==> config.mk <==
export PLATFORM = sky130hd
export DESIGN_NAME = clsf_config_bank
export DESIGN_NICKNAME = d
export VERILOG_FILES = /design/src/common/clsf_pkg.sv /design/src/hdl/clsf_tacho_div.sv /design/src/hdl/clsf_config_bank.sv
export SDC_FILE = /design/constraint.sdc
export NUM_CORES = 1
export LEC_CHECK = 0
export ABC_AREA = 1
export BUFFER_PORTS_ARGS = -buffer_cell sky130_fd_sc_hd__clkbuf_2
export CAP_MARGIN = 15
export CORE_AREA = 4 4 109 152
export CTS_CLUSTER_DIAMETER = 100
export DETAILED_ROUTE_END_ITERATION = 7
export DIE_AREA = 0 0 113 156
export GPL_TIMING_DRIVEN = 0
export HOLD_SLACK_MARGIN = 0.06
export MAX_ROUTING_LAYER = met4
export PLACE_DENSITY = 0.74
export REMOVE_ABC_BUFFERS = 1
export SKIP_LAST_GASP = 1
export SYNTH_ARGS = -nofsm -noshare
export SYNTH_HDL_FRONTEND = slang
export SYNTH_SLANG_ARGS = --single-unit
==> constraint.sdc <==
create_clock -name aclk -period 1.9 [get_ports aclk]
set_clock_uncertainty 0.05 [all_clocks]
set_input_delay 0.38 -clock aclk [delete_from_list [all_inputs] [get_ports aclk]]
set_output_delay 0.38 -clock aclk [all_outputs]
set_load 0.02 [all_outputs]
==> src/common/clsf_pkg.sv <==
// Constants, field layout and carriers for the closed-loop stop/tacho config bank
// Assumes an AXI4-Lite host with 32-bit data; registers live at word offsets
// Function
// - Tacho divider: codes 0,1 divide by 1
// - Cutoff mode 1 stops tacho below threshold
// - Back-EMF threshold codes 0-5 select millivolts
// - Speed regulation off selects torque mode
// - Stop method field selects stop action
// - Brake duration codes map to milliseconds
// - Spin-down threshold percent of maximum speed
// - Brake speed threshold uses same percent code
// - Bits 15-8 hold phase resistance code
// - Bits 7-0 hold phase inductance code
// - Stop register at 8Ah, resets zero, bit31 rw
`default_nettype none
package clsf_pkg;
  // Printed offsets are not all multiples of four: they are word indices
  localparam logic [7:0] CLSF_IDX_STOP = 8'h8A;
  localparam logic [7:0] CLSF_IDX_TACHO = 8'h88;
  localparam logic [9:0] CLSF_ADDR_STOP = {CLSF_IDX_STOP, 2'b00};
  localparam logic [9:0] CLSF_ADDR_TACHO = {CLSF_IDX_TACHO, 2'b00};
  localparam logic [31:0] CLSF_STOP_RST = 32'h0000_0000;
  localparam logic [31:0] CLSF_TACHO_RST = 32'h0000_0000;
  localparam logic [31:0] CLSF_TACHO_WMASK = 32'h0000_0FF3;
  localparam int CLSF_CLK_KHZ = 50000;
  localparam int CLSF_MS_CYCLES = CLSF_CLK_KHZ;
  localparam logic [1:0] CLSF_RESP_OKAY = 2'b00;
  localparam logic [1:0] CLSF_RESP_SLVERR = 2'b10;

  typedef enum logic [2:0] {
    CLSF_STOP_HIZ = 3'b000,
    CLSF_STOP_NA = 3'b001,
    CLSF_STOP_LOW_BRAKE = 3'b010,
    CLSF_STOP_HIGH_BRAKE = 3'b011,
    CLSF_STOP_SPIN_DOWN = 3'b100,
    CLSF_STOP_ALIGN_BRAKE = 3'b101,
    CLSF_STOP_UND6 = 3'b110,
    CLSF_STOP_UND7 = 3'b111
  } clsf_stop_t;

  typedef struct packed {
    logic reserved31;
    logic [2:0] stop_method;
    logic [3:0] stop_brake_duration;
    logic [3:0] spin_down_threshold;
    logic [3:0] brake_speed_threshold;
    logic [7:0] phase_resistance_code;
    logic [7:0] phase_inductance_code;
  } clsf_stop_reg_t;

  typedef struct packed {
    logic [19:0] upper;
    logic [3:0] tacho_divider;
    logic tacho_cutoff_mode;
    logic [2:0] tacho_backemf_threshold;
    logic surge_guard_enable;
    logic deadtime_comp_enable;
    logic speed_regulation_off;
    logic reserved0;
  } clsf_tacho_reg_t;

  typedef struct packed {
    logic [2:0] stop_method;
    logic [15:0] brake_ms;
    logic [11:0] spin_down_permille;
    logic [11:0] brake_speed_permille;
    logic [3:0] tacho_div;
    logic [5:0] backemf_mv;
    logic torque_mode;
  } clsf_decoded_t;
endpackage
`default_nettype wire

==> src/hdl/clsf_tacho_div.sv <==
// Tacho output divider with optional back-EMF cutoff
// Assumes pulse_in is a one-cycle pulse synchronous to aclk
`timescale 1ns/100ps
`default_nettype none
module clsf_tacho_div (
  input wire logic aclk,
  input wire logic aresetn,
  input wire logic [3:0] div_code,
  input wire logic cutoff_mode,
  input wire logic driven,
  input wire logic below_thr,
  input wire logic pulse_in,
  output logic tacho_q
);
  logic [3:0] cnt_q;
  logic [3:0] limit;
  logic active;

  assign limit = (div_code < 4'h2) ? 4'h1 : div_code;
  // Mode 0 runs while driven; mode 1 also needs back-EMF at or above threshold
  assign active = driven && !(cutoff_mode && below_thr);

  always_ff @(posedge aclk) begin
    if (!aresetn) begin
      cnt_q <= 4'h0;
    end else if (!active) begin
      cnt_q <= 4'h0;
    end else if (pulse_in) begin
      cnt_q <= (cnt_q + 4'h1 >= limit) ? 4'h0 : cnt_q + 4'h1;
    end
  end

  always_ff @(posedge aclk) begin
    if (!aresetn) begin
      tacho_q <= 1'b0;
    end else if (!active) begin
      tacho_q <= 1'b0;
    end else if (pulse_in && (cnt_q + 4'h1 >= limit)) begin
      tacho_q <= ~tacho_q;
    end
  end

  property p_tacho_idle;
    @(posedge aclk) disable iff (!aresetn)
      !active |=> !tacho_q;
  endproperty
  a_tacho_idle: assert property (p_tacho_idle)
    else $error("tacho output high while cut off");

  property p_div1;
    @(posedge aclk) disable iff (!aresetn)
      active && pulse_in && div_code < 4'h2 && $stable(div_code) |=> tacho_q != $past(tacho_q);
  endproperty
  a_div1: assert property (p_div1) else $error("divide by one missed a toggle");
endmodule
`default_nettype wire

==> src/hdl/clsf_config_bank.sv <==
// AXI4-Lite register bank for closed-loop stop and tacho configuration
// Assumes one outstanding write and one read; motor core drives status inputs
//
// The implementer's own choice: register access over AXI4-Lite.
`timescale 1ns/100ps
`default_nettype none
module clsf_config_bank (
  input wire logic aclk,
  input wire logic aresetn,
  input wire logic [9:0] s_axi_awaddr,
  input wire logic s_axi_awvalid,
  output logic s_axi_awready,
  input wire logic [31:0] s_axi_wdata,
  input wire logic [3:0] s_axi_wstrb,
  input wire logic s_axi_wvalid,
  output logic s_axi_wready,
  output logic [1:0] s_axi_bresp,
  output logic s_axi_bvalid,
  input wire logic s_axi_bready,
  input wire logic [9:0] s_axi_araddr,
  input wire logic s_axi_arvalid,
  output logic s_axi_arready,
  output logic [31:0] s_axi_rdata,
  output logic [1:0] s_axi_rresp,
  output logic s_axi_rvalid,
  input wire logic s_axi_rready,
  input wire logic motor_driven,
  input wire logic rotor_pulse,
  input wire logic [5:0] back_emf_mv,
  output logic tacho_output,
  output clsf_pkg::clsf_decoded_t cfg_q
);
  ////////////////////////////////////////////////////////////////
  clsf_pkg::clsf_stop_reg_t stop_q;
  clsf_pkg::clsf_tacho_reg_t tacho_q;
  logic [9:0] awaddr_q;
  logic aw_have_q;
  logic [31:0] wdata_q;
  logic [3:0] wstrb_q;
  logic w_have_q;
  logic do_write;
  logic below_thr;

  function automatic logic [31:0] merge(input logic [31:0] old, input logic [31:0] nw,
                                        input logic [3:0] be, input logic [31:0] msk);
    logic [31:0] r;
    r = old;
    for (int i = 0; i < 4; i++) begin
      if (be[i]) begin
        r[i*8 +: 8] = nw[i*8 +: 8];
      end
    end
    merge = (r & msk) | (old & ~msk);
  endfunction

  function automatic logic [11:0] pct(input logic [3:0] c);
    case (c)
      4'h0: pct = 12'h3E8;
      4'h1: pct = 12'h384;
      4'h2: pct = 12'h320;
      4'h3: pct = 12'h2BC;
      4'h4: pct = 12'h258;
      4'h5: pct = 12'h1F4;
      4'h6: pct = 12'h1C2;
      4'h7: pct = 12'h190;
      4'h8: pct = 12'h15E;
      4'h9: pct = 12'h12C;
      4'hA: pct = 12'h0FA;
      4'hB: pct = 12'h0C8;
      4'hC: pct = 12'h096;
      4'hD: pct = 12'h064;
      4'hE: pct = 12'h032;
      default: pct = 12'h019;
    endcase
  endfunction

  function automatic logic [15:0] brake_ms(input logic [3:0] c);
    case (c)
      4'h5: brake_ms = 16'h0005;
      4'h6: brake_ms = 16'h000A;
      4'h7: brake_ms = 16'h0032;
      4'h8: brake_ms = 16'h0064;
      4'h9: brake_ms = 16'h00FA;
      4'hA: brake_ms = 16'h01F4;
      4'hB: brake_ms = 16'h03E8;
      4'hC: brake_ms = 16'h09C4;
      4'hD: brake_ms = 16'h1388;
      4'hE: brake_ms = 16'h2710;
      4'hF: brake_ms = 16'h3A98;
      default: brake_ms = 16'h0001;
    endcase
  endfunction

  function automatic logic [5:0] emf_thr_mv(input logic [2:0] c);
    case (c)
      3'h0: emf_thr_mv = 6'h01;
      3'h1: emf_thr_mv = 6'h02;
      3'h2: emf_thr_mv = 6'h05;
      3'h3: emf_thr_mv = 6'h0A;
      3'h4: emf_thr_mv = 6'h14;
      3'h5: emf_thr_mv = 6'h1E;
      default: emf_thr_mv = 6'h01;
    endcase
  endfunction

  ////////////////////////////////////////////////////////////////
  // Write channel: address and data taken in either order
  assign do_write = aw_have_q && w_have_q && !s_axi_bvalid;

  always_ff @(posedge aclk) begin
    if (!aresetn) begin
      aw_have_q <= 1'b0;
      awaddr_q <= 10'h000;
      s_axi_awready <= 1'b1;
    end else if (s_axi_awvalid && s_axi_awready) begin
      aw_have_q <= 1'b1;
      awaddr_q <= s_axi_awaddr;
      s_axi_awready <= 1'b0;
    end else if (do_write) begin
      aw_have_q <= 1'b0;
    end else if (!aw_have_q && !s_axi_bvalid) begin
      s_axi_awready <= 1'b1;
    end
  end

  always_ff @(posedge aclk) begin
    if (!aresetn) begin
      w_have_q <= 1'b0;
      wdata_q <= 32'h0000_0000;
      wstrb_q <= 4'h0;
      s_axi_wready <= 1'b1;
    end else if (s_axi_wvalid && s_axi_wready) begin
      w_have_q <= 1'b1;
      wdata_q <= s_axi_wdata;
      wstrb_q <= s_axi_wstrb;
      s_axi_wready <= 1'b0;
    end else if (do_write) begin
      w_have_q <= 1'b0;
    end else if (!w_have_q && !s_axi_bvalid) begin
      s_axi_wready <= 1'b1;
    end
  end

  always_ff @(posedge aclk) begin
    if (!aresetn) begin
      s_axi_bvalid <= 1'b0;
      s_axi_bresp <= clsf_pkg::CLSF_RESP_OKAY;
    end else if (do_write) begin
      s_axi_bvalid <= 1'b1;
      s_axi_bresp <= (awaddr_q[9:2] == clsf_pkg::CLSF_IDX_STOP ||
                      awaddr_q[9:2] == clsf_pkg::CLSF_IDX_TACHO) ?
                     clsf_pkg::CLSF_RESP_OKAY : clsf_pkg::CLSF_RESP_SLVERR;
    end else if (s_axi_bready) begin
      s_axi_bvalid <= 1'b0;
    end
  end

  ////////////////////////////////////////////////////////////////
  // Registers; undefined codes are stored unchanged
  always_ff @(posedge aclk) begin
    if (!aresetn) begin
      stop_q <= clsf_pkg::CLSF_STOP_RST;
    end else if (do_write && awaddr_q[9:2] == clsf_pkg::CLSF_IDX_STOP) begin
      stop_q <= merge(stop_q, wdata_q, wstrb_q, 32'hFFFF_FFFF);
    end
  end

  always_ff @(posedge aclk) begin
    if (!aresetn) begin
      tacho_q <= clsf_pkg::CLSF_TACHO_RST;
    end else if (do_write && awaddr_q[9:2] == clsf_pkg::CLSF_IDX_TACHO) begin
      tacho_q <= merge(tacho_q, wdata_q, wstrb_q, clsf_pkg::CLSF_TACHO_WMASK);
    end
  end

  ////////////////////////////////////////////////////////////////
  // Read channel
  always_ff @(posedge aclk) begin
    if (!aresetn) begin
      s_axi_arready <= 1'b1;
      s_axi_rvalid <= 1'b0;
      s_axi_rdata <= 32'h0000_0000;
      s_axi_rresp <= clsf_pkg::CLSF_RESP_OKAY;
    end else if (s_axi_arvalid && s_axi_arready) begin
      s_axi_arready <= 1'b0;
      s_axi_rvalid <= 1'b1;
      s_axi_rresp <= clsf_pkg::CLSF_RESP_OKAY;
      if (s_axi_araddr[9:2] == clsf_pkg::CLSF_IDX_STOP) begin
        s_axi_rdata <= stop_q;
      end else if (s_axi_araddr[9:2] == clsf_pkg::CLSF_IDX_TACHO) begin
        s_axi_rdata <= {19'h00000, tacho_output, tacho_q[11:0]};
      end else begin
        s_axi_rdata <= 32'h0000_0000;
        s_axi_rresp <= clsf_pkg::CLSF_RESP_SLVERR;
      end
    end else if (s_axi_rvalid && s_axi_rready) begin
      s_axi_rvalid <= 1'b0;
      s_axi_arready <= 1'b1;
    end
  end

  ////////////////////////////////////////////////////////////////
  // Decoded settings to the motor core
  always_ff @(posedge aclk) begin
    if (!aresetn) begin
      cfg_q <= '0;
    end else begin
      // Codes 1, 6, 7 fall back to high impedance
      case (stop_q.stop_method)
        clsf_pkg::CLSF_STOP_LOW_BRAKE, clsf_pkg::CLSF_STOP_HIGH_BRAKE,
        clsf_pkg::CLSF_STOP_SPIN_DOWN, clsf_pkg::CLSF_STOP_ALIGN_BRAKE: begin
          cfg_q.stop_method <= stop_q.stop_method;
        end
        default: begin
          cfg_q.stop_method <= clsf_pkg::CLSF_STOP_HIZ;
        end
      endcase
      cfg_q.brake_ms <= brake_ms(stop_q.stop_brake_duration);
      cfg_q.spin_down_permille <= pct(stop_q.spin_down_threshold);
      cfg_q.brake_speed_permille <= pct(stop_q.brake_speed_threshold);
      cfg_q.tacho_div <= (tacho_q.tacho_divider < 4'h2) ? 4'h1 : tacho_q.tacho_divider;
      cfg_q.backemf_mv <= emf_thr_mv(tacho_q.tacho_backemf_threshold);
      cfg_q.torque_mode <= tacho_q.speed_regulation_off;
    end
  end

  assign below_thr = back_emf_mv < emf_thr_mv(tacho_q.tacho_backemf_threshold);

  clsf_tacho_div u_tacho (
    .aclk(aclk),
    .aresetn(aresetn),
    .div_code(tacho_q.tacho_divider),
    .cutoff_mode(tacho_q.tacho_cutoff_mode),
    .driven(motor_driven),
    .below_thr(below_thr),
    .pulse_in(rotor_pulse),
    .tacho_q(tacho_output)
  );

  ////////////////////////////////////////////////////////////////
  property p_stop_hold;
    @(posedge aclk) disable iff (!aresetn)
      !(do_write && awaddr_q[9:2] == clsf_pkg::CLSF_IDX_STOP) |=> $stable(stop_q);
  endproperty
  a_stop_hold: assert property (p_stop_hold) else $error("stop reg changed alone");

  property p_stop_write;
    @(posedge aclk) disable iff (!aresetn)
      do_write && awaddr_q[9:2] == clsf_pkg::CLSF_IDX_STOP && wstrb_q == 4'hF
      |=> stop_q == $past(wdata_q);
  endproperty
  a_stop_write: assert property (p_stop_write) else $error("stop reg write lost");

  property p_ind_bits;
    @(posedge aclk) disable iff (!aresetn)
      s_axi_arvalid && s_axi_arready && s_axi_araddr[9:2] == clsf_pkg::CLSF_IDX_STOP
      |=> s_axi_rdata[7:0] == $past(stop_q.phase_inductance_code);
  endproperty
  a_ind_bits: assert property (p_ind_bits) else $error("inductance readback wrong");

  property p_torque;
    @(posedge aclk) disable iff (!aresetn)
      ##1 cfg_q.torque_mode == $past(tacho_q.speed_regulation_off);
  endproperty
  a_torque: assert property (p_torque) else $error("torque mode not following");

  property p_stop_method;
    @(posedge aclk) disable iff (!aresetn)
      stop_q.stop_method == 3'h1 |=> cfg_q.stop_method == clsf_pkg::CLSF_STOP_HIZ;
  endproperty
  a_stop_method: assert property (p_stop_method) else $error("unused stop code acted on");

  property p_brake_min;
    @(posedge aclk) disable iff (!aresetn)
      stop_q.stop_brake_duration < 4'h5 |=> cfg_q.brake_ms == 16'h0001;
  endproperty
  a_brake_min: assert property (p_brake_min) else $error("short brake code not 1 ms");

  property p_pct_last;
    @(posedge aclk) disable iff (!aresetn)
      stop_q.spin_down_threshold == 4'hF && stop_q.brake_speed_threshold == 4'h0
      |=> cfg_q.spin_down_permille == 12'h019 && cfg_q.brake_speed_permille == 12'h3E8;
  endproperty
  a_pct_last: assert property (p_pct_last) else $error("threshold percent wrong");

  property p_emf_thr;
    @(posedge aclk) disable iff (!aresetn)
      tacho_q.tacho_backemf_threshold == 3'h5 |=> cfg_q.backemf_mv == 6'h1E;
  endproperty
  a_emf_thr: assert property (p_emf_thr) else $error("back-emf threshold wrong");

  property p_bresp;
    @(posedge aclk) disable iff (!aresetn)
      s_axi_bvalid && !s_axi_bready |=> s_axi_bvalid && $stable(s_axi_bresp);
  endproperty
  a_bresp: assert property (p_bresp) else $error("write response dropped");
endmodule
`default_nettype wire

Yosys cells after proc, flatten, opt, wreduce, memory -nomap -nowiden
Memories as Yosys holds them, arrays and structs flattened. A register that Yosys moved wholly into a read port is not among the register bits.
Cells that the tools add are included.
- register bits after elaboration: 212
- bits in read-only memories: 544
- input port bits: 71
- output and inout port bits: 96
- logic and storage cells: 126
- memories kept: 3
- $add $sub $neg: 1
- $lt $le $gt $ge: 3
- eq/ne operators: 15
- muxes and demuxes: 29
- bitwise gates (word level): 2
- reduce and logical (&&, ||, !) cells: 36
- memories (memory ; depth ; bits a word ; rd ports ; clocked after Yosys merged registers in ; wr ports ; RTL line ; RTL):
    (name not given) ; 16 ; 14 ; 1 ; 1 ; 0 ; clsf_config_bank.sv:78 ; case (c)
    (name not given) ; 16 ; 10 ; 1 ; 1 ; 0 ; clsf_config_bank.sv:57 ; case (c)
    (name not given) ; 16 ; 10 ; 1 ; 1 ; 0 ; clsf_config_bank.sv:57 ;
- operators with widths (kind ; number):
    $eq A8 B8 Y1 const B ; 4
    $mux W32 ; 1
    $or A12 B32 Y32 ; 1
    $pmux W5 S5 ; 1
    $mux W8 ; 3
    $mux W4 ; 5
    $reduce_and A2 Y1 ; 8
    $mux W1 ; 15
    $logic_and A1 B1 Y1 ; 13
    $mux W13 ; 1
    $eq A3 B2 Y1 const B ; 4
    $eq A3 B3 Y1 const B ; 4
    $reduce_bool A2 Y1 ; 6
    $logic_not A1 Y1 ; 7
    $lt A6 B6 Y1 ; 1
    $mux W2 ; 3
    $add A4 B1 Y4 const B ; 1
    $ge A4 B4 Y1 ; 1
    $lt A4 B2 Y1 const B ; 1
    $ne A2 B1 Y1 const B ; 2
    $reduce_or A4 Y1 ; 1
    $eq A3 B1 Y1 const B ; 1
    $logic_or A1 B1 Y1 ; 1
    $not A1 Y1 ; 1

Longest topological paths before layout
Gate-level depths: netlist of run 1.
- word-level depth: 7
- depth in mapped cells: 12
- depth with buffers taken out: 12

Cells and area by module
From an unflattened synthesis of run 1, not the netlist that was laid out.
- cells, all modules: 985
- area, all modules: 7523.5 um^2
- modules (own cells, without submodules) (module ; instances ; cells each ; area each (um^2) ; seq. area each (um^2)):
    clsf_config_bank ; 1 ; 938 ; 7156.9 ; 3483.3
    clsf_tacho_div ; 1 ; 47 ; 366.6 ; 100.1

Least setup slack after synthesis of run 1
No wires, ideal clock.
- path kind: register -> register
- start: register tacho_q[5] in the netlist's numbering
- end: register u_tacho.cnt_q[1]
- setup time: 0.117 ns
- data arrival time: 1.741 ns
- required time: 1.733 ns
- slack: -0.008 ns
- cell stages (with the launch flop): 12
- buffers on the path: 0
- clock period less this slack: 1.908 ns
- path through: dfxtp_1 inv_1 ha_1 nor2_1 nand3_1 ha_1 a21oi_1 o21ai_0 nor3_1 nand2_1 nand2_1 nor2_1
- longest elaborated chain between the ends: 7
- elaborated cells on any way between the ends: 11
- classes of those cells: 1 x order compare; 5 x eq/ne; 1 x mux; 4 x reduce/logical
- RTL lines (element ; RTL line ; RTL):
    start, declared ; clsf_config_bank.sv:35 ; clsf_pkg::clsf_tacho_reg_t tacho_q;
    start signal, assigned ; clsf_config_bank.sv:170 ; tacho_q <= clsf_pkg::CLSF_TACHO_RST;
    start signal, assigned ; clsf_config_bank.sv:172 ; tacho_q <= merge(tacho_q, wdata_q, wstrb_q, clsf_pkg::CLSF_TACHO_WMASK);
    $eq A3 B3 Y1 (tied with other cells) ; clsf_config_bank.sv:95 ; case (c)
    $pmux W5 S5 * ; clsf_config_bank.sv:95 ;
    $lt A6 B6 Y1 * ; clsf_config_bank.sv:227 ; assign below_thr = back_emf_mv < emf_thr_mv(tacho_q.tacho_backemf_threshold);
    $logic_and A1 B1 Y1 * ; clsf_tacho_div.sv:21 ; assign active = driven && !(cutoff_mode && below_thr);
    $logic_not A1 Y1 * ; clsf_tacho_div.sv:21 ;
    $logic_and A1 B1 Y1 * ; clsf_tacho_div.sv:21 ;
    $reduce_and A2 Y1 (no source line) * ; -- ;
    end signal, assigned ; clsf_tacho_div.sv:29 ; cnt_q <= (cnt_q + 4'h1 >= limit) ? 4'h0 : cnt_q + 4'h1;
    end, declared ; clsf_tacho_div.sv:15 ; logic [3:0] cnt_q;
Mark *: on every way between the ends. The rest lies on a longest branch, timed or not.
A chain may end at the register's enable or synchronous reset.

Worst setup path in the final report of run 1
- start: register tacho_q[5] in the netlist's numbering
- end: register u_tacho.cnt_q[2]
Same word-level chain as after synthesis.

==> results of run 1 <==
[flip-flops by register name, summed over array words and instances (netlist names), 4 cells and up]
register and flops:
cfg_q 47, s_axi_rdata 32, stop_q 32, wdata_q 32
tacho_q 10, awaddr_q 8, u_tacho.cnt_q 4, wstrb_q 4
[kinds of logic after synthesis]
family,Yosys count,share of synthesized area
AND/OR/NAND/NOR,305,0.1791
AO/OA/AOI/OAI,238,0.1726
flip-flops,179,0.4989
buffers and inverters,147,0.08727
adder cells (fa/ha/maj),34,0.05922
XOR/XNOR,2,0.002439
other,1,0.0005221
[worst max path at each step]
stage                                  end
final                     u_tacho.cnt_q[2]
after global routing      u_tacho.cnt_q[2]
after CTS                 u_tacho.cnt_q[2]
after detailed placement        wstrb_q[0]
after global placement           cfg_q[24]
after floorplan                 wdata_q[0]
[timing repair]
item | CTS | global route
hold buffers | 0 | 0
pin swaps | 7 | 8
resized for setup | 13 | 20
setup buffers | 3 | 4
endpoints found under the setup margin | 62 | 53
gates cloned | 0 | 1
[cell usage after synthesis, types with 3 or more instances]
cell,count,area share
nand2_1,107,0.056
nand4_1,3,0.0026
inv_1,92,0.048
buf_1,3,0.0016
dfxtp_1,179,0.50
nand3_1,36,0.025
o211ai_1,5,0.0052
clkbuf_1,25,0.013
buf_4,10,0.010
buf_2,12,0.0084
ha_1,34,0.059
nand3_2,4,0.0056
nor3_1,5,0.0035
o21ai_1,11,0.0077
o22ai_1,12,0.010
buf_6,3,0.0047
o21ai_0,114,0.079
nor2_1,141,0.074
a21oi_1,89,0.062
[cell type report]
type	count	area, µm²	share of cell area
clock inverter	11	102.6	0.01173
timing repair buffer	164	903.4	0.1033
clock buffer	20	446.7	0.05108
timing repair inverter	1	7.507	0.0008585
tap	192	240.2	0.02747
multi-input combinational	588	3097	0.3541
sequential	179	3590	0.4105
inverter	94	357.8	0.04092
[layout by cell type (no fill, tap or decap), types with 2 or more instances in the layout]
| cell type | Yosys | routed |
|---|---|---|
| a21boi_1 | 0 | 2 |
| a21oi_1 | 89 | 88 |
| buf_12 | 0 | 2 |
| buf_4 | 10 | 7 |
| clkbuf_1 | 25 | 2 |
| clkbuf_16 | 0 | 17 |
| clkbuf_2 | 0 | 152 |
| clkinv_2 | 0 | 4 |
| clkinvlp_4 | 0 | 5 |
| conb_1 | 1 | 9 |
| dfxtp_1 | 179 | 176 |
| dfxtp_2 | 0 | 2 |
| ha_1 | 34 | 31 |
| ha_4 | 0 | 2 |
| inv_1 | 92 | 89 |
| inv_2 | 0 | 2 |
| inv_6 | 0 | 3 |
| nand2_1 | 107 | 103 |
| nand2_2 | 0 | 3 |
| nand3_1 | 36 | 33 |
| nand3_2 | 4 | 7 |
| nand4_1 | 3 | 3 |
| nor2_1 | 141 | 138 |
| nor2_4 | 2 | 5 |
| nor3_1 | 5 | 5 |
| o211ai_1 | 5 | 5 |
| o21ai_0 | 114 | 111 |
| o21ai_1 | 11 | 13 |
| o22ai_1 | 12 | 12 |
| xor2_1 | 2 | 2 |
[worst max-delay path, delay by kind of cell, from the launching register on]
kind,cells,cell delay [ns]
fa+ha+maj,1,0.18
flops,1,0.32
buf+inv,1,0.15
simple gates,7,0.71
compound gates,3,0.27
[stage by stage]
| step | total power [mW] | std cells | hold slack (ns) |
|---|---|---|---|
| 2_1_floorplan | 4.461 | 861 | 0.3702 |
| 3_3_place_gp | 4.737 | 1206 | 0.3831 |
| 3_5_place_dp | 4.767 | 1210 | 0.3847 |
| 4_1_cts | 8.057 | 1244 | 0.1397 |
| 5_1_grt | 8.315 | 1249 | 0.1508 |
| 6_report | 7.955 | 1249 | 0.1549 |
[power groups by stage]
stage | Sequential [mW] | Clock, mW | Combinational (mW)
2_1_floorplan | 4.15 | 0 | 0.306
3_3_place_gp | 4.07 | 0 | 0.670
3_5_place_dp | 4.07 | 0 | 0.694
4_1_cts | 3.99 | 3.37 | 0.701
5_1_grt | 4.01 | 3.51 | 0.794
6_report | 3.99 | 3.27 | 0.701
[metal layers]
| layer | routed length [µm] | up-vias |
|---|---|---|
| li1 | - | 3202 |
| met1 | 6732 | 2684 |
| met2 | 8473 | 146 |
| met3 | 785 | 21 |
| met4 | 396 | 0 |
| met5 | 0 | - |
==> metrics.md, run 1 <==
| Metric | Value |
|---|---|
| Status | `finished clean` |
| Sequential fraction of design power | `0.501` |
| Top cell by count, worst path | `nand2_2` |
| 1st-iter DRT viols | `around 380` |
| Fin area | `8745 µm²` |
| Num rows | `53` |
| Crit start category | `flop` |
| Pint | `between 6 and 7 mW` |
| Die area | `around 18000 µm²` |
| N_diodes | `0` |
| Setup crit end kind | `flop` |
| Vias/cell | `between 4 and 5` |
| Final slew viol count | `0` |
| Area grow syn2layout | `21.74%` |
| Worst-path clk slew | `about 0.07 ns` |
| WHS Endpoint | `wdata_q[8]` |
| Post-synth EDFFs | `0` |
| GR Overflow Total | `0` |
| Chip height | `approximately 160 µm` |
| Clk root buf | `clkbuf_16` |
| FF-to-FF End | `u_tacho.cnt_q[2]` |
| R2r setup slk | `0.10 ns` |
| Clock Sinks | `approximately 180` |
| Max Buffers Root-to-Sink | `2` |
| Post-Route WL | `~16000 µm` |
| Met2 usage | `0.3356` |
| Met1 Usage GRT | `0.2153` |
| Seq/Total Area, Yosys | `0.4989` |
| Required time worst endpoint | `between 2 and 2.5 ns` |
| Final Wtd Congestion | `~0.86` |
| Core area | `roughly 15000 µm²` |
| Clock latency at the later pin of the worst-skew pair | `0.41 ns` |
| Reg2Reg Depth | `12` |
| Initial Util | `0.4772` |
| Critical Path, Cell by Cell | `buf_4 > nor2_4 > nand2_2 > nand2_2 > o21ai_2 > ha_2 > a21oi_2 > o21ai_1 > nor3_1 > nand2_1 > nand2_2 > nor2_1` |
| Post-Synthesis Cells | `between 900 and 1000` |
| CTS Buf Count | `17` |
| First-pass GRT wire length | `26590 µm` |
| Unique masters post-synth | `36` |
| Fmax | `around 0.56 GHz` |
| Crit Path Max Fanout | `5` |
| Pwr/cell area | `just over 900 nW/µm²` |
| WP data arrival | `between 2 and 2.5 ns` |
| Gate power share | `0.088` |
| Vias | `6053` |
| Total negative slack | `0 ns` |
| Placed instance area | `roughly 8000 µm²` |
| Met3 GRT Util | `0.03337` |
| Initial antenna violation count | `0` |
| Post-layout util | `0.5809` |
| Total Routing Usage GR | `0.1899` |
| Fin worst setup slack | `a little over 0.1 ns` |
| Crit Reg-Reg Startpoint | `tacho_q[5]` |
| Sw Pwr | `1.955 mW` |
| DR DRC count | `0` |
| Final setup vio count | `0` |
| Synthesized area | `around 7000 µm²` |
| Clock network power share | `0.411` |
| Filler cells | `between 1000 and 1500` |
| Antenna-violating nets left | `0` |
| Synthesized area per cell | `about 7.9 µm²` |
| Cells on Worst Hold Path | `3` |
| Slew HR | `0.5430` |
| Worst slew pin tran | `~0.7 ns` |
| Fraction of layout cells with a size suffix above 1 | `0.2138` |
| Tmin final | `1.798 ns` |
| IO buf count | `approximately 150` |
| Number of synthesis warnings | `0` |
| Final net count | `between 1000 and 1500` |
| Top_reg_cell synth | `dfxtp_1` |
| I/O pin cnt | `approximately 170` |
| First-pass DRT Iterations | `4` |
| CTS tree | `done` |
| Slowest stage delay, CP | `between 0.3 and 0.4 ns` |
| Setup Crit Path Kind | `flop to flop` |
| Max-cap violations | `0` |
| Min-delay src | `s_axi_wdata[8]` |
| Hold WC Path Type | `input port to flop` |
| CP startpoint | `tacho_q[5]` |
| Top Usage Layer GRT | `met2` |
| Fin. Hold Viols | `0` |
| Die Wd | `113 µm` |
| Sw Ratio | `0.2457` |
| Largest net degree at the start of global routing | `68` |
| Peak VDD IR | `roughly 0.48 mV` |
| Post-synth ARST share | `0` |
| Final worst path period share | `0.9465` |
| Avg WL per Cell | `between 10 and 15 µm` |
| H-tree levels | `4` |
| Pre-CTS setup slack | `-0.6732 ns` |
| Synth Register Bits | `around 180` |
| Pleak | `between 3 and 4 nW` |
| Dpl hpwl | `11290 µm` |
| Vias in the first global route | `roughly 5600` |
| Slowest CP cell | `dfxtp_2` |
Power figures use the tool's default switching activity.
==> run 2, diff against run 1 <==
==> constraint.sdc (replaced) <==
create_clock -name aclk -period 1.5 [get_ports aclk]
set_clock_uncertainty 0.05 [all_clocks]
set_input_delay 0.3 -clock aclk [delete_from_list [all_inputs] [get_ports aclk]]
set_output_delay 0.3 -clock aclk [all_outputs]
set_load 0.02 [all_outputs]
==> metrics.md, run 2 (synthesized netlist as in run 1, its figures left out) <==
| Metric | Value |
|---|---|
| Final Wtd Congestion | `0.8642 (unchanged)` |
| Fmax | `0.5564 GHz (about the same)` |
| First-pass DRT Iterations | `5 (+1)` |
| Placed instance area | `8030 µm² (unchanged)` |
| Pre-CTS setup slack | `-0.9932 ns (-0.3200 ns)` |
| Filler cells | `1336 (-3.7%)` |
| Top reg by flops | `cfg_q` |
| Placed insts | `1210 (unchanged)` |
| Max reg flops | `47 (unchanged)` |
| Peak VDD IR | `0.6061 mV (+27%)` |
| Total negative slack | `-1.467 ns (-1.467 ns)` |
| Worst-path clk slew | `0.07 ns (about the same)` |
| IO buf count | `153 (unchanged)` |
| Fin area | `9281 µm² (+6.1%)` |
| GR Overflow Total | `0 (unchanged)` |
| Core area | `15050 µm² (unchanged)` |
| Crit Path Max Fanout | `5 (unchanged)` |
| Clk root buf | `clkbuf_16` |
| Max Buffers Root-to-Sink | `2 (unchanged)` |
| Num rows | `53 (unchanged)` |
| Status | `complete, but fails checks` |
| Largest net degree at the start of global routing | `69 (+1.5%)` |
| Vias | `6368 (+5.2%)` |
| Leading cell types in the layout, fill and taps excluded | `dfxtp_1, clkbuf_2, nor2_1, nand2_1, inv_1` |
| Fraction of layout cells with a size suffix above 1 | `0.2819 (+0.06807)` |
| Pwr/cell area | `1100 nW/µm² (+21%)` |
| Die Wd | `113 µm (unchanged)` |
| Antenna-violating nets left | `0 (unchanged)` |
| Setup crit end kind | `flop` |
| Dpl hpwl | `11290 µm (unchanged)` |
| Initial antenna violation count | `0 (unchanged)` |
| Total Routing Usage GR | `0.1977 (+0.007774)` |
| Area grow syn2layout | `29.21%` |
| Final net count | `1175 (+2.2%)` |
| Clock Sinks | `179 (unchanged)` |
| Vias/cell | `4.998 (+3.1%)` |
| I/O pin cnt | `167 (unchanged)` |
| Post-Route WL | `18510 µm (+13%)` |
| Fin worst setup slack | `-0.2972 ns (-0.3989 ns)` |
| Vias in the first global route | `5757 (+2.1%)` |
| First-pass GRT wire length | `27430 µm (+3.2%)` |
| Clock latency at the later pin of the worst-skew pair | `0.41 ns (about the same)` |
| Avg WL per Cell | `14.53 µm (+11%)` |
| Final slew viol count | `0 (unchanged)` |
| Chip height | `156 µm (unchanged)` |
| Required time worst endpoint | `1.76 ns (-0.40 ns)` |
| H-tree levels | `4 (unchanged)` |
| WP data arrival | `2.06 ns (about the same)` |
| Worst slew pin tran | `0.5275 ns (-0.1572 ns)` |
| Die area | `17630 µm² (unchanged)` |
| Crit start category | `flop` |
| Pleak | `4.075 nW (+4.3%)` |
| CTS tree | `done` |
| Commonest non-fill, non-tap cell in the layout | `dfxtp_1` |
| Tmin final | `1.797 ns (-0.001140 ns)` |
| N_diodes | `0 (unchanged)` |
| Setup Crit Path Kind | `flop to flop` |
| DR DRC count | `0 (unchanged)` |
| Hold WC Path Type | `input port to flop` |
| Layout Cells excl Fill | `1274 (+2.0%)` |
| 1st-iter DRT viols | `406 (+8.0%)` |
| Fin. Hold Viols | `0 (unchanged)` |
| Initial Util | `0.4772 (unchanged)` |
| Max-cap violations | `0 (unchanged)` |
| Failing checks | `negative setup slack` |
| Slew HR | `0.6478 (+0.1048)` |
| CTS Buf Count | `17 (unchanged)` |
| Final worst path period share | `1.198 (+0.2516)` |
| RSZ-0062 raised after global routing | `true` |
| Final setup vio count | `5 (+5)` |
-- run 2: changes by cell type in the layout (fill, tap and decap cells not counted), sizes merged --
cell         change
inv              +1
buf             +18
clkinv           -2
nand3            +5
clkinvlp         +1
dlygate4sd3      +1
nand2            +1
-- run 2: per-stage QoR --
step | hold slack, ns | total power, mW | util
global placement | 0.3831 | 6.001 | 0.5278
finish | 0.07138 | 10.21 | 0.6166
CTS | 0.06250 | 10.24 | 0.5859
global route | 0.07083 | 10.64 | 0.6166
floorplan | 0.3189 | 5.651 | -
detailed placement | 0.3847 | 6.039 | 0.5335
-- run 2: metal layers --
layer / global-route usage / up-vias / wire [µm]
li1: - / 3270 / -
met1: 0.2241 / 2918 / 7345
met2: 0.3427 / 143 / 9834
met3: 0.03454 / 37 / 728
met4: 0.08247 / 0 / 598
met5: - / - / 0
-- run 2: worst max-delay path: stages (launching register included) --
cell,delay [ns]
dfxtp_2,0.33
buf_4,0.15
nor2_4,0.15
nand2_2,0.06
nand2_2,0.10
o21ai_2,0.08
ha_2,0.19
a21oi_2,0.11
o21ai_1,0.06
nor3_1,0.15
nand2_1,0.09
nand2_2,0.11
nor2_1,0.05
-- run 2: area by class of cell --
class                   instances  area [µm²]  area share
well taps                     192       240.2     0.02588
clock inverters                11       102.6     0.01105
flip-flops and latches        179        3605      0.3884
repair buffers                183        1106      0.1192
repair inverters                1       7.507   0.0008088
multi-input cells             594        3406      0.3669
inverters                      94       367.9     0.03963
clock buffers                  20       446.7     0.04813
-- run 2: worst paths after layout --
kind | startpoint | end | slack, ns | cells after the start
worst min register to register | stop_q[0] | stop_q[0] | 0.39 | 2
worst max register to register | tacho_q[5] | u_tacho.cnt_q[2] | -0.30 | 12
worst min-delay path | s_axi_wdata[7] | wdata_q[7] | 0.07 | 3
worst max-delay path | tacho_q[5] | u_tacho.cnt_q[2] | -0.30 | 12
-- run 2: report_power, final --
group          internal [mW]  switching (mW)
combinational          0.353           0.619
clock                   2.33            1.81
sequential              4.95           0.140
-- run 2: repair_timing --
item | in CTS | in global routing
hold buffers | 1 | 0
setup buffers | 14 | 11
pin swaps | 12 | 21
setup endpoints to repair | 125 | 73
cloned | 2 | 5
gates resized for setup | 29 | 114
endpoints found under the hold margin | 1 | 0
